### src/logic/vtr_params.svh
// Constants of the vector table relocation block
// Function
// (RL1) Vector select zero puts vectors at flash start, one at boot area start.
// (RL2) Boot area start address comes from the boot size fuses.
// (RL3) Software sets change enable, then writes select within four cycles.
// (RL4) Interrupts blocked from change enable set until after next instruction.
// (RL5) Without a select write, interrupts stay blocked four cycles.
// (RL6) Automatic blocking never alters the global interrupt enable flag.
// (RL7) Boot vectors and app-side lock block interrupts in the application area.
// (RL8) App vectors and boot-side lock block interrupts in the boot area.
// (RL9) Change enable clears after four cycles or when select is written.
// (RL10) Select changes only while change enable is set; enable opens window.
// (RL11) Programmed boot reset fuse with 2K boot area resets to word c00.
// (RL12) 2K boot area with select set puts vectors at c01 through c12.
// (RL13) Relocated vector equals boot reset address plus normal offset.
// (RL14) Boot reset fuse reads one unprogrammed, zero programmed.
// (RL15) Window counted in system clocks, started by enable write, reset cleared.
`ifndef VTR_PARAMS_SVH
`define VTR_PARAMS_SVH

// ****************************************
// Register map and fields
// ****************************************
`define VTR_ADDR_W 6
`define VTR_GIC_OFFSET 6'h3b
`define VTR_BIT_CHG 0
`define VTR_BIT_SEL 1
`define VTR_GIC_RESET 8'h00
`define VTR_RD_ZERO 8'h00

// ****************************************
// Timing and addresses
// ****************************************
`define VTR_WINDOW_CYCLES 3'h4
`define VTR_PC_W 12
`define VTR_APP_RESET 12'h000
`define VTR_VEC_OFFSET 12'h001
`define VTR_BOOT_2K 12'hc00
`define VTR_BOOT_1K 12'he00
`define VTR_BOOT_512 12'hf00
`define VTR_BOOT_256 12'hf80
`define VTR_IRQ_W 5
`define VTR_FUSE_PROG 1'b0

`endif

### src/logic/vtr_pkg.sv
// Types of the vector table relocation block
package vtr_pkg;
    typedef enum logic [1:0] {
        VTR_IDLE,
        VTR_OPEN,
        VTR_POST
    } vtr_state_t;
    typedef logic [1:0] vtr_boot_size_fuses_t;
endpackage : vtr_pkg

### src/logic/vtr_vector_table_relocation.sv
// Interrupt vector placement control with timed change window
//
// Implementation choices: the register addresses and the address-and-strobe port.
`timescale 1ns/1ps
`include "vtr_params.svh"

module vtr_vector_table_relocation
    import vtr_pkg::*;
(
    input wire logic clock,
    input wire logic reset_n,
    input wire logic [`VTR_ADDR_W-1:0] regAddr,
    input wire logic [7:0] regWrData,
    input wire logic regWrite,
    input wire logic regRead,
    output logic [7:0] regRdData,
    input wire logic bootResetFuse,
    input wire vtr_boot_size_fuses_t bootSizeFuses,
    input wire logic appSideBootLock,
    input wire logic bootSideSelfLock,
    input wire logic [`VTR_PC_W-1:0] fetchAddr,
    input wire logic instrRetire,
    input wire logic globalIntEnable,
    input wire logic irqPending,
    input wire logic [`VTR_IRQ_W-1:0] irqIndex,
    output logic irqTake,
    output logic interruptBlock,
    output logic [`VTR_PC_W-1:0] resetVector,
    output logic [`VTR_PC_W-1:0] vectorBase,
    output logic [`VTR_PC_W-1:0] irqVectorAddr,
    output logic vectorSelect
);

    // ****************************************
    // Reset release
    // ****************************************
    logic rstMeta_q;
    logic rstSync_n;

    always_ff @(posedge clock or negedge reset_n) begin
        if (!reset_n) begin
            rstMeta_q <= 1'b0;
            rstSync_n <= 1'b0;
        end else begin
            rstMeta_q <= 1'b1;
            rstSync_n <= rstMeta_q;
        end
    end

    // ****************************************
    // Boot area start from fuses
    // ****************************************
    logic [`VTR_PC_W-1:0] bootStart;

    always_comb begin
        case (bootSizeFuses)
            2'h0: bootStart = `VTR_BOOT_2K; // see RL2
            2'h1: bootStart = `VTR_BOOT_1K;
            2'h2: bootStart = `VTR_BOOT_512;
            2'h3: bootStart = `VTR_BOOT_256;
            default: bootStart = `VTR_BOOT_2K;
        endcase
    end

    // ****************************************
    // Reset fuse capture after release
    // ****************************************
    logic fuseTaken_q;
    logic fuseTaken_d;
    logic boot_reset_fuse_q;
    logic boot_reset_fuse_d;

    always_comb begin
        fuseTaken_d = 1'b1;
        boot_reset_fuse_d = fuseTaken_q ? boot_reset_fuse_q : bootResetFuse;
    end

    always_ff @(posedge clock or negedge rstSync_n) begin
        if (!rstSync_n) begin
            fuseTaken_q <= 1'b0;
            boot_reset_fuse_q <= 1'b1;
        end else begin
            fuseTaken_q <= fuseTaken_d;
            boot_reset_fuse_q <= boot_reset_fuse_d;
        end
    end

    // ****************************************
    // Change window state
    // ****************************************
    vtr_state_t state_q;
    vtr_state_t state_d;
    logic [2:0] count_q;
    logic [2:0] count_d;
    logic sel_q;
    logic sel_d;
    logic gicWrite;
    logic wrChg;

    assign gicWrite = regWrite && (regAddr == `VTR_GIC_OFFSET);
    assign wrChg = regWrData[`VTR_BIT_CHG];

    always_comb begin
        state_d = state_q;
        count_d = count_q;
        sel_d = sel_q;
        case (state_q)
            VTR_IDLE: begin
                if (gicWrite && wrChg) begin
                    state_d = VTR_OPEN; // see RL10
                    count_d = `VTR_WINDOW_CYCLES; // see RL15
                end
            end
            VTR_OPEN: begin
                if (gicWrite && wrChg) begin
                    count_d = `VTR_WINDOW_CYCLES;
                end else if (gicWrite) begin
                    sel_d = regWrData[`VTR_BIT_SEL]; // see RL10
                    state_d = VTR_POST; // see RL9
                    count_d = 3'h0;
                end else if (count_q == 3'h1) begin
                    state_d = VTR_IDLE; // see RL5
                    count_d = 3'h0;
                end else begin
                    count_d = count_q - 3'h1; // see RL9
                end
            end
            VTR_POST: begin
                if (instrRetire) begin
                    state_d = VTR_IDLE; // see RL4
                end
            end
            default: begin
                state_d = VTR_IDLE;
                count_d = 3'h0;
            end
        endcase
    end

    always_ff @(posedge clock or negedge rstSync_n) begin
        if (!rstSync_n) begin
            state_q <= VTR_IDLE;
            count_q <= 3'h0;
            sel_q <= 1'b0;
        end else begin
            state_q <= state_d;
            count_q <= count_d;
            sel_q <= sel_d;
        end
    end

    logic chgEnable;
    assign chgEnable = (state_q == VTR_OPEN);

    // ****************************************
    // Interrupt gating
    // ****************************************
    logic inBoot;
    logic regionBlock;

    assign inBoot = (fetchAddr >= bootStart);
    always_comb begin
        regionBlock = 1'b0;
        if (sel_q && appSideBootLock == `VTR_FUSE_PROG && !inBoot) begin
            regionBlock = 1'b1; // see RL7
        end
        if (!sel_q && bootSideSelfLock == `VTR_FUSE_PROG && inBoot) begin
            regionBlock = 1'b1; // see RL8
        end
    end

    // Blocks from the enabling write cycle itself
    assign interruptBlock = (state_q != VTR_IDLE) || (state_q == VTR_IDLE && gicWrite && wrChg)
        || regionBlock; // see RL4
    // Global enable is only read, never written
    assign irqTake = irqPending && globalIntEnable && !interruptBlock; // see RL6

    // ****************************************
    // Vector addresses and read data
    // ****************************************
    logic [`VTR_PC_W-1:0] rstVec_d;
    logic [`VTR_PC_W-1:0] base_d;
    logic [`VTR_PC_W-1:0] irqAddr_d;
    logic [7:0] rdData_d;

    always_comb begin
        rstVec_d = (boot_reset_fuse_q == `VTR_FUSE_PROG) ? bootStart : `VTR_APP_RESET; // see RL11 see RL14
        base_d = (sel_q ? bootStart : `VTR_APP_RESET) + `VTR_VEC_OFFSET; // see RL1 see RL13
        // Each source sits at its normal offset from the selected table origin
        irqAddr_d = (sel_q ? bootStart : `VTR_APP_RESET) + {{(`VTR_PC_W-`VTR_IRQ_W){1'b0}}, irqIndex}; // see RL12
        rdData_d = `VTR_RD_ZERO;
        if (regRead && regAddr == `VTR_GIC_OFFSET) begin
            rdData_d[`VTR_BIT_SEL] = sel_q;
            rdData_d[`VTR_BIT_CHG] = chgEnable;
        end
    end

    always_ff @(posedge clock or negedge rstSync_n) begin
        if (!rstSync_n) begin
            resetVector <= `VTR_APP_RESET;
            vectorBase <= `VTR_VEC_OFFSET;
            irqVectorAddr <= `VTR_VEC_OFFSET;
            regRdData <= `VTR_RD_ZERO;
        end else begin
            resetVector <= rstVec_d;
            vectorBase <= base_d;
            irqVectorAddr <= irqAddr_d;
            regRdData <= rdData_d;
        end
    end

    assign vectorSelect = sel_q;

    logic [3:0] openRun_q;
    always_ff @(posedge clock or negedge rstSync_n) begin
        if (!rstSync_n) begin
            openRun_q <= 4'h0;
        end else begin
            // A restart write inside the window starts the run over
            openRun_q <= (chgEnable && !(gicWrite && wrChg)) ? openRun_q + 4'h1 : 4'h0;
        end
    end
endmodule : vtr_vector_table_relocation

### config.mk
export PLATFORM = sky130hd
export DESIGN_NAME = vtr_vector_table_relocation
export DESIGN_NICKNAME = d
export VERILOG_FILES = /design/src/logic/vtr_pkg.sv /design/src/logic/vtr_vector_table_relocation.sv
export VERILOG_INCLUDE_DIRS = /design/src /design/src/logic
export SDC_FILE = /design/constraint.sdc
export NUM_CORES = 1
export LEC_CHECK = 0
export ABC_AREA = 1
export ABC_CLOCK_PERIOD_IN_PS = 1100
export BUFFER_PORTS_ARGS = -buffer_cell sky130_fd_sc_hd__buf_2
export CAP_MARGIN = 10
export CORE_UTILIZATION = 43
export CTS_BUF_LIST = sky130_fd_sc_hd__clkbuf_4
export CTS_CLUSTER_DIAMETER = 60
export CTS_CLUSTER_SIZE = 10
export DETAILED_ROUTE_END_ITERATION = 12
export PLACE_DENSITY_LB_ADDON = 0.08
export SLEW_MARGIN = 25
export SYNTH_ARGS = -nofsm -noshare
export SYNTH_HDL_FRONTEND = slang
export SYNTH_SLANG_ARGS = --single-unit
### constraint.sdc
create_clock -name clock -period 1.1 [get_ports clock]
set_input_delay 0.055 -clock clock [delete_from_list [all_inputs] [get_ports clock]]
set_output_delay 0.055 -clock clock [all_outputs]
set_load 0.02 [all_outputs]
-- After elaboration in Yosys (flattened, before gate mapping)
Index checks and enable logic that the tools add are counted.
Widths: inputs -> output; s select.
- bits in registers: 48
- input port bits: 43
- $add $sub $neg: 3
- magnitude comparators: 1
- equal/unequal tests: 11
- multiplexer cells: 17
- bitwise operators: 4
- reductions and logical operators: 22
- operators with widths (operator ; count):
    $pmux 12 s4 ; 1
    $mux 12 ; 2
    $add 12x1->12 const B ; 1
    $add 12x5->12 ; 1
    $ge 12x12->1 ; 1
    $mux 2 ; 6
    $mux 3 ; 4
    $logic_and 1x1->1 ; 11
    $pmux 3 s3 ; 1
    $eq 2x2->1 const B ; 3
    $eq 6x6->1 const B ; 1
    $ne 2x2->1 const B ; 3
    $pmux 2 s3 ; 1
    $eq 2x1->1 const B ; 2
    $logic_not 2->1 ; 2
    $not 1->1 ; 4
    $reduce_and 4->1 ; 1
    $eq 3x1->1 const B ; 1
    $logic_not 1->1 ; 3
    $ne 3x2->1 const B ; 1
    $reduce_and 3->1 ; 1
    $sub 3x1->3 const B ; 1
    $logic_or 1x1->1 ; 2
    $mux 1 ; 2
    other kinds (2) ; 2

-- Logic depth before layout (Yosys ltp)
Gate-level depths: netlist of the first run.
- depth after elaboration: 10
- mapped depth: 11
- gate-level depth less buffers: 11

-- Worst setup path before layout of the first run
Ideal clock, no wire load.
- path type: input -> output
- start point: input bootSizeFuses[0]
- end point: output irqTake
- arrival: 1352 ps
- slack: -307 ps
- stages: 11
- buffers on the path: 0
- path through: nor2_1 -> ha_1 -> nand2_1 -> nand2_1 -> nand2_1 -> nand2_1 -> inv_1 -> nand2_1 -> nand2_1 -> nand3_1 -> nor2_1
- longest elaborated chain between the ends: 10
- elaborated cells between the ends (all ways): 14
- those cells by class: 1 x order compare; 3 x eq/ne; 3 x mux; 7 x reduce/logical
- RTL lines (what ; line ; RTL):
    from (decl) ; vtr_vector_table_relocation.sv:18 ; input wire vtr_boot_size_fuses_t bootSizeFuses,
    $eq 2x2->1 (tied with other cells) ; vtr_vector_table_relocation.sv:56 ; case (bootSizeFuses)
    $pmux 12 s4 * ; vtr_vector_table_relocation.sv:56 ;
    $ge 12x12->1 * ; vtr_vector_table_relocation.sv:161 ; assign inBoot = (fetchAddr >= bootStart);
    $logic_not 1->1 ; vtr_vector_table_relocation.sv:164 ; if (sel_q && appSideBootLock == `VTR_FUSE_PROG && !inBoot) begin
    $logic_and 1x1->1 ; vtr_vector_table_relocation.sv:164 ;
    $mux 1 ; vtr_vector_table_relocation.sv:164 ;
    $mux 1 * ; vtr_vector_table_relocation.sv:167 ; if (!sel_q && bootSideSelfLock == `VTR_FUSE_PROG && inBoot) begin
    $logic_or 1x1->1 * ; vtr_vector_table_relocation.sv:174 ; || regionBlock;
    named net interruptBlock ; vtr_vector_table_relocation.sv:27 ; output logic interruptBlock,
    $logic_not 1->1 * ; vtr_vector_table_relocation.sv:176 ; assign irqTake = irqPending && globalIntEnable && !interruptBlock;
    $logic_and 1x1->1 * ; vtr_vector_table_relocation.sv:176 ;
    to (decl) ; vtr_vector_table_relocation.sv:26 ; output logic irqTake,
Mark *: on every way through the listed nets, which the timed path passes. The rest lies on a longest branch. The select of a mux whose other input is x is not followed.

-- Worst setup path in the final report of the first run
- start point: register state_q[1]
- end point: output irqTake
- longest elaborated chain between the ends: 7
- elaborated cells between the ends (all ways): 8
- those cells by class: 8 x reduce/logical
- RTL lines (what ; line ; RTL):
    from (decl) ; vtr_vector_table_relocation.sv:91 ; vtr_state_t state_q;
    from (signal assigned) ; vtr_vector_table_relocation.sv:146 ; state_q <= state_d;
    $logic_not 2->1 ; vtr_vector_table_relocation.sv:173 ; assign interruptBlock = (state_q != VTR_IDLE) || (state_q == VTR_IDLE && gicWrite && wrChg)
    $logic_and 1x1->1 (2 in series) ; vtr_vector_table_relocation.sv:173 ;
    $logic_or 1x1->1 * ; vtr_vector_table_relocation.sv:173 ;
    $logic_or 1x1->1 * ; vtr_vector_table_relocation.sv:174 ;
    $logic_not 1->1 * ; vtr_vector_table_relocation.sv:176 ;
    $logic_and 1x1->1 * ; vtr_vector_table_relocation.sv:176 ;
Every way passes the cells marked *; elsewhere a longest branch is shown, timed or not.

==> out/metrics.cfg, run 1 <==
[logic_synthesis]
ys.flop_type = dfrtp_1
synthAdderAreaFrac_pct = 4.52
synth_xor_area_share_pct = 0.633
synth_edf_count = 0
yosys-top-cells-count = 29 x buf_4, 29 x nand2_1, 25 x inv_1
syn_area_per_cell_sq_um = 8.59
synth-warning-count = 0
synth_compound_area_share_pct = 4.16
muxShareOfSynthArea_pct = 0
synth_top_cells_by_area = dfrtp_1 42%, buf_4 16%, nand2_1 7.9%, inv_1 6.8%, nor2_1 5.7%
synthArstFlopShare_pct = 100
synth_top_family_by_area = buffers and inverters
syn_inst = 161
synth_cell_types = 24
seq_area_frac_synth_pct = 45.4
synth_top_cell_by_area = dfrtp_1
netlist_area_sq_um = 1380
yosysTopAreaCellShare_pct = 41.6
yosys_register_bits = 25
yosys.area_share.simple_pct = 21.9

[floorplan]
die_area_sq_um = 3450
boundaryPins = 90
rows = 20
initial_core_util_pct = 45.3
die_h_um = 58.7
die_w_um = 58.7
core-area_sq_um = 3050

[critical_path]
crit_path_cell_trace = nor2_2 -> nand2_1 -> inv_2 -> nand3_4 -> nor2_4 -> buf_6
path_class = reg2out
slowest_stage = dfrtp_1
cp-start-kind = flip-flop
crit_arrival_ns = 1.24
cp.required_ns = 1.04
path_max_fanout = 2
critPathMaxStageDelay_ns = 0.41
worstSetupEndpointType = output pin

[route]
wl_met3_um = 114
wirelength_met1_um = 1050
viasPerCell = 4.04
first_pass_iters = 4
wl_per_cell_um = 9.02
wl_met2_um = 1430
routed_wl_um = 2630
drcViolationCount = 0
drt_iter0_drc = 39
highest_layer = met4
ant_nets = 0
num_vias = 1177

[clocking]
cts_sinks = 25
clk_latency_ns = 0.31
cts_root_buf = clkbuf_4
cts_tree = done
cts_made_buffers = 3
clkSlewWorstSetupHoldPaths_ns = 0.13
htreeDepth = 1
clock_path_buffers = 2

[place]
detailedPlace.worstSlack_ns = -0.266
dp_hpwl_um = 2010
gp_congestion = 0.797
portBuffers = 61
placed_cell_area_sq_um = 1750

[cells_and_area]
design_area_sq_um = 1990
syn_to_final_growth_pct = 43.7
drive_above_1_share_pct = 47.8
antenna_cells = 0
nNetsFinal = 296

[hold_path]
min_path_type = in2async

[global_routing]
grt_pass1_vias = 1011
grt_max_degree = 15
antenna_found_initial = 0
grt_pass1_wl_um = 3930
grt_overflow = 0
grtUsageTotal_pct = 14.8

[timing]
finClkSkew_ns = 0.00295
drv_slew = 0
min_period_ns = 1.29
finalCritPeriodShare_pct = 118
holdWs_ns = 0.0346
rsz0062_at_grt = yes
setup_violations = 6
fmax_mhz = 773
finalHoldViolCount = 0
worst_slack_ns = -0.193

[power_and_ir_drop]
leakage_uw = 0.00112
power.density_nw_per_um2 = 1340
design_power_total_uw = 2660
vdd_drop_max_mv = 0.691

[status]
failed_checks = negative setup slack
status = finished with violations

[flow_run]
drv_cap = 0

==> worst max-delay path: cells and delay by family (launching register included) <==
kind                   cells  cell delay (ns)
AND/OR/NAND/NOR            4             0.34
flip-flops                 1             0.41
buffers and inverters      2             0.18
==> flip-flops by register name, indices dropped and copies added (netlist names), 2 cells and up <==
register,flops
irqVectorAddr,9
state_q,2
count_q,3
regRdData,2
resetVector,4
==> cells by family (layout without fill, tap and decap cells) <==
logic type,count (synthesis),after routing
XOR/XNOR,1,1
AND/OR/NAND/NOR,65,65
adder cells (fa/ha/maj),5,5
AO/OA/AOI/OAI,8,8
other,2,24
buffers and inverters,55,119
flip-flops,25,25
==> timing repair <==
| item | 4_1_cts | 5_1_grt |
|---|---|---|
| setup endpoints to repair | 6 | 10 |
| endpoints found under the hold margin | 13 | 0 |
| cloned | 0 | 0 |
| pin swaps | 4 | 3 |
| gates resized for setup | 9 | 18 |
| buffers inserted | 4 | 2 |
| hold buffers | 11 | 0 |
==> through the flow <==
stage,TNS (ns),instances,util (%)
3_5_place_dp,-0.553,271,57.2
2_1_floorplan,-0.0171,183,-
5_1_grt,-1.22,291,65.1
4_1_cts,-0.619,290,63.5
3_3_place_gp,-0.409,271,57.2
6_report,-0.617,291,65.1
==> layout by cell type, fill, tap and decap left out, types with 3 or more instances in the layout <==
master and n:
inv_2 5, inv_1 20, nor2_1 14, conb_1 24, clkbuf_4 3, nor2_4 4, ha_1 3, nor2_2 5
nand2_2 7, dlygate4sd3_1 11, dfrtp_1 23, buf_4 20, nand2_1 25, buf_2 56
==> layout make-up <==
class	count	area, sq um
multi-input combinational	103	613
clock inverter	1	5.00
inverter	26	100
tap	44	55.1
timing repair buffer	89	563
sequential	25	628
clock buffer	3	22.5
fill	267	1070
==> per-layer routing <==
layer	track usage, %	vias to the layer above
li1	-	603
met1	17.6	526
met2	28.2	44
met3	0.659	4
met4	5.10	0
met5	0	-
==> final timing paths <==
check / start / end / slack (ns) / depth (start not counted)
max: state_q[1] / irqTake / -0.19 / 6
min in group clock: regWrData[0] / state_q[1] / 0.07 / 4
max in group asynchronous: rstSync_n / irqVectorAddr[0] / 0.68 / 1
max reg2reg: state_q[1] / state_q[0] / -0.08 / 8
min: reset_n / rstMeta_q / 0.03 / 2
min reg2reg: rstSync_n / count_q[2] / 0.19 / 1
==> report_power, final <==
| part | internal [uW] | leakage (uW) | total, uW | switching, uW |
|---|---|---|---|---|
| sequential | 1030 | 0.000300 | 1090 | 60.5 |
| combinational | 526 | 0.000806 | 1170 | 647 |
| clock | 136 | 0.0000177 | 391 | 255 |
| total | 1690 | 0.00112 | 2660 | 962 |
Power figures use the tool's default switching activity.
==> inputs of run 2 (changes only) <==
GPL_TIMING_DRIVEN = 0   (was not set)
REMOVE_ABC_BUFFERS = 1   (was not set)
==> run 2 against run 1 <==
Net effect:
- the flow still finishes with violations (negative setup slack)
- final area fell by 4.2%
- worst setup slack got worse by 0.093 ns
- critical path depth rose by 7
- sequential power barely moved
- fmax shrank 6.7%
- clock-buffer cell count grew 1
- critical path type is now in2out
- largest power group is now registers
==> out/metrics.cfg, run 2 (synthesis gave the netlist of run 1 again) <==
[status]
status = finished with violations
failed_checks = negative setup slack

[timing]
fin_tns_setup_ns = -0.799  ; -0.181 ns
finalCritPeriodShare_pct = 126  ; +8.5 points
finalHoldViolCount = 0  ; unchanged
finClkSkew_ns = 0.00400  ; +0.00105 ns
drv_slew = 0  ; unchanged
rsz0062_at_grt = yes
fmax_mhz = 721  ; -6.7%
worst_slack_ns = -0.286  ; -0.0930 ns
min_period_ns = 1.39  ; +0.0930 ns
setup_violations = 7  ; +1

[clocking]
cts_sinks = 25  ; unchanged
cts_made_buffers = 3  ; unchanged
cts_tree = done
clkSlewWorstSetupHoldPaths_ns = 0.13  ; about the same
cts_root_buf = clkbuf_4
clk_latency_ns = 0.31  ; about the same
htreeDepth = 1  ; unchanged
clock_path_buffers = 2  ; unchanged

[place]
dp_hpwl_um = 1770  ; -12%
gp_congestion = 0.778  ; -2.4%
portBuffers = 61  ; unchanged
detailedPlace.worstSlack_ns = -0.279  ; -0.0132 ns

[critical_path]
cp-startpoint = bootSizeFuses[0]
crit_path_cell_trace = buf_2 -> nor2_2 -> ha_1 -> nand2_1 -> nor2_2 -> nand2_1 -> nand2_1 -> inv_1 -> nand2_1 -> nand2_1 -> nand3_2 -> nor2_1 -> buf_4
path_max_fanout = 2  ; unchanged
crit_family = simple AND/OR/NAND/NOR gates
slowest_stage = ha_1
worstSetupEndpointType = output pin
cpMostUsedCell = nand2_1
r2r_start = state_q[1]
cp.required_ns = 1.04  ; about the same
path_class = in2out
r2r_slack_ns = -0.08  ; about the same
r2r.worst_path.cells = 7  ; -1
crit_end = irqTake
critPathMaxStageDelay_ns = 0.27  ; -0.14 ns
crit_cells = 13  ; +7
crit_arrival_ns = 1.33  ; +0.09 ns
cp-start-kind = input pin
r2r-end = count_q[1]
crit_buf_inv = 3  ; +1

[cells_and_area]
largest_reg_flops = 9  ; unchanged
final_cell_mix = 59 x buf_2, 27 x nand2_1, 24 x conb_1, 22 x dfrtp_1, 21 x inv_1
layout_commonest_cell = buf_2
syn_to_final_growth_pct = 37.7
antenna_cells = 0  ; unchanged
nNetsFinal = 289  ; -2.4%
regMostFlops = irqVectorAddr
largestRegisters = irqVectorAddr (9), resetVector (4), count_q (3)
drive_above_1_share_pct = 42.9  ; -4.9 points

[hold_path]
min_path_type = in2reg
holdPathStages = 3

[floorplan]
boundaryPins = 90  ; unchanged
core-area_sq_um = 3050  ; unchanged
die_w_um = 58.7  ; unchanged
die_h_um = 58.7  ; unchanged
rows = 20  ; unchanged
initial_core_util_pct = 45.3  ; unchanged
die_area_sq_um = 3450  ; unchanged

[global_routing]
grt_pass1_wl_um = 3770  ; -4.0%
grt_util_met3_pct = 2.20  ; +1.5 points
busiest_layer = met2
gr-usage-met1_pct = 14.9  ; -2.7 points
met2_usage_pct = 27.8  ; -0.49 points
grt_max_degree = 24  ; +9
antenna_found_initial = 0  ; unchanged
grt_overflow = 0  ; unchanged
grtUsageTotal_pct = 14.2  ; -0.58 points
grt_pass1_vias = 1005  ; -0.59%

[route]
wl_per_cell_um = 8.73  ; -3.2%
num_vias = 1169  ; -0.68%
routed_wl_um = 2480  ; -5.6%
ant_nets = 0  ; unchanged
drt_iter0_drc = 36  ; -7.7%
drcViolationCount = 0  ; unchanged
first_pass_iters = 4  ; unchanged
viasPerCell = 4.12  ; +1.8%

[power_and_ir_drop]
leakage_uw = 0.00108  ; -3.5%
vdd_drop_max_mv = 0.596  ; -14%
power.density_nw_per_um2 = 1360  ; +2.1%

[flow_run]
drv_cap = 0  ; unchanged

run 2: cell count changes in the layout (fill, tap and decap cells not counted), moves of 2 or more:
cell	delta
buf_2	+3
nor2_1	+3
nand2_1	+2
nor2_4	-2
buf_6	+2
nand2_2	-2
buf_4	-13
run 2: per-layer routing:
layer	share of wire [%]	vias to the layer above
li1	-	585
met5	0	-
met1	38	527
met3	5.8	2
met2	55	55
met4	0.77	0
run 2: per-stage QoR:
stage          power [uW]  std cells  hold WS, ns  utilization (%)  area (sq um)
3_3_place_gp         1870        259       -0.160             52.7          1610
3_5_place_dp         1890        259       -0.156             52.7          1610
2_1_floorplan        1670        154       -0.241                -          1250
5_1_grt              2770        284      0.00634             62.4          1900
4_1_cts              2540        283      0.00229             60.7          1850
6_report             2600        284       0.0113             62.4          1900
run 2: worst min path at each step:
stage / from / end / slack [ns]
floorplan: reset_n / rstMeta_q / -0.24
global placement: reset_n / rstMeta_q / -0.16
detailed placement: reset_n / rstSync_n / -0.16
CTS: bootSizeFuses[1] / resetVector[8] / 0.002
global route: regWrData[1] / vectorSelect / 0.006
finish: regWrData[1] / vectorSelect / 0.01
run 2: power by group:
group	internal, uW	total [uW]	switching, uW
Combinational	479	1070	589
Sequential	1030	1110	81.9
Clock	166	416	250
Total	1680	2600	920
run 2: timing repair:
action / in CTS / in global routing
setup endpoints to repair: 6 / 30
resized for setup: 13 / 12
buffers inserted: 12 / 0
hold buffers: 11 / 1
hold endpoints to repair: 14 / 2
pin swaps: 8 / 5
run 2: final cells by class:
class                      instances  area, sq um
multi-input combinational        103          577
timing repair buffer              82          513
inverter                          26          100
fill                             272         1150
clock buffer                       4         30.0
sequential                        25          629
tap                               44         55.1
run 2: worst min-delay path, cell delays in order:
cell and delay [ns]:
buf_2 0.09, nor2_2 0.04, a21oi_1 0.10
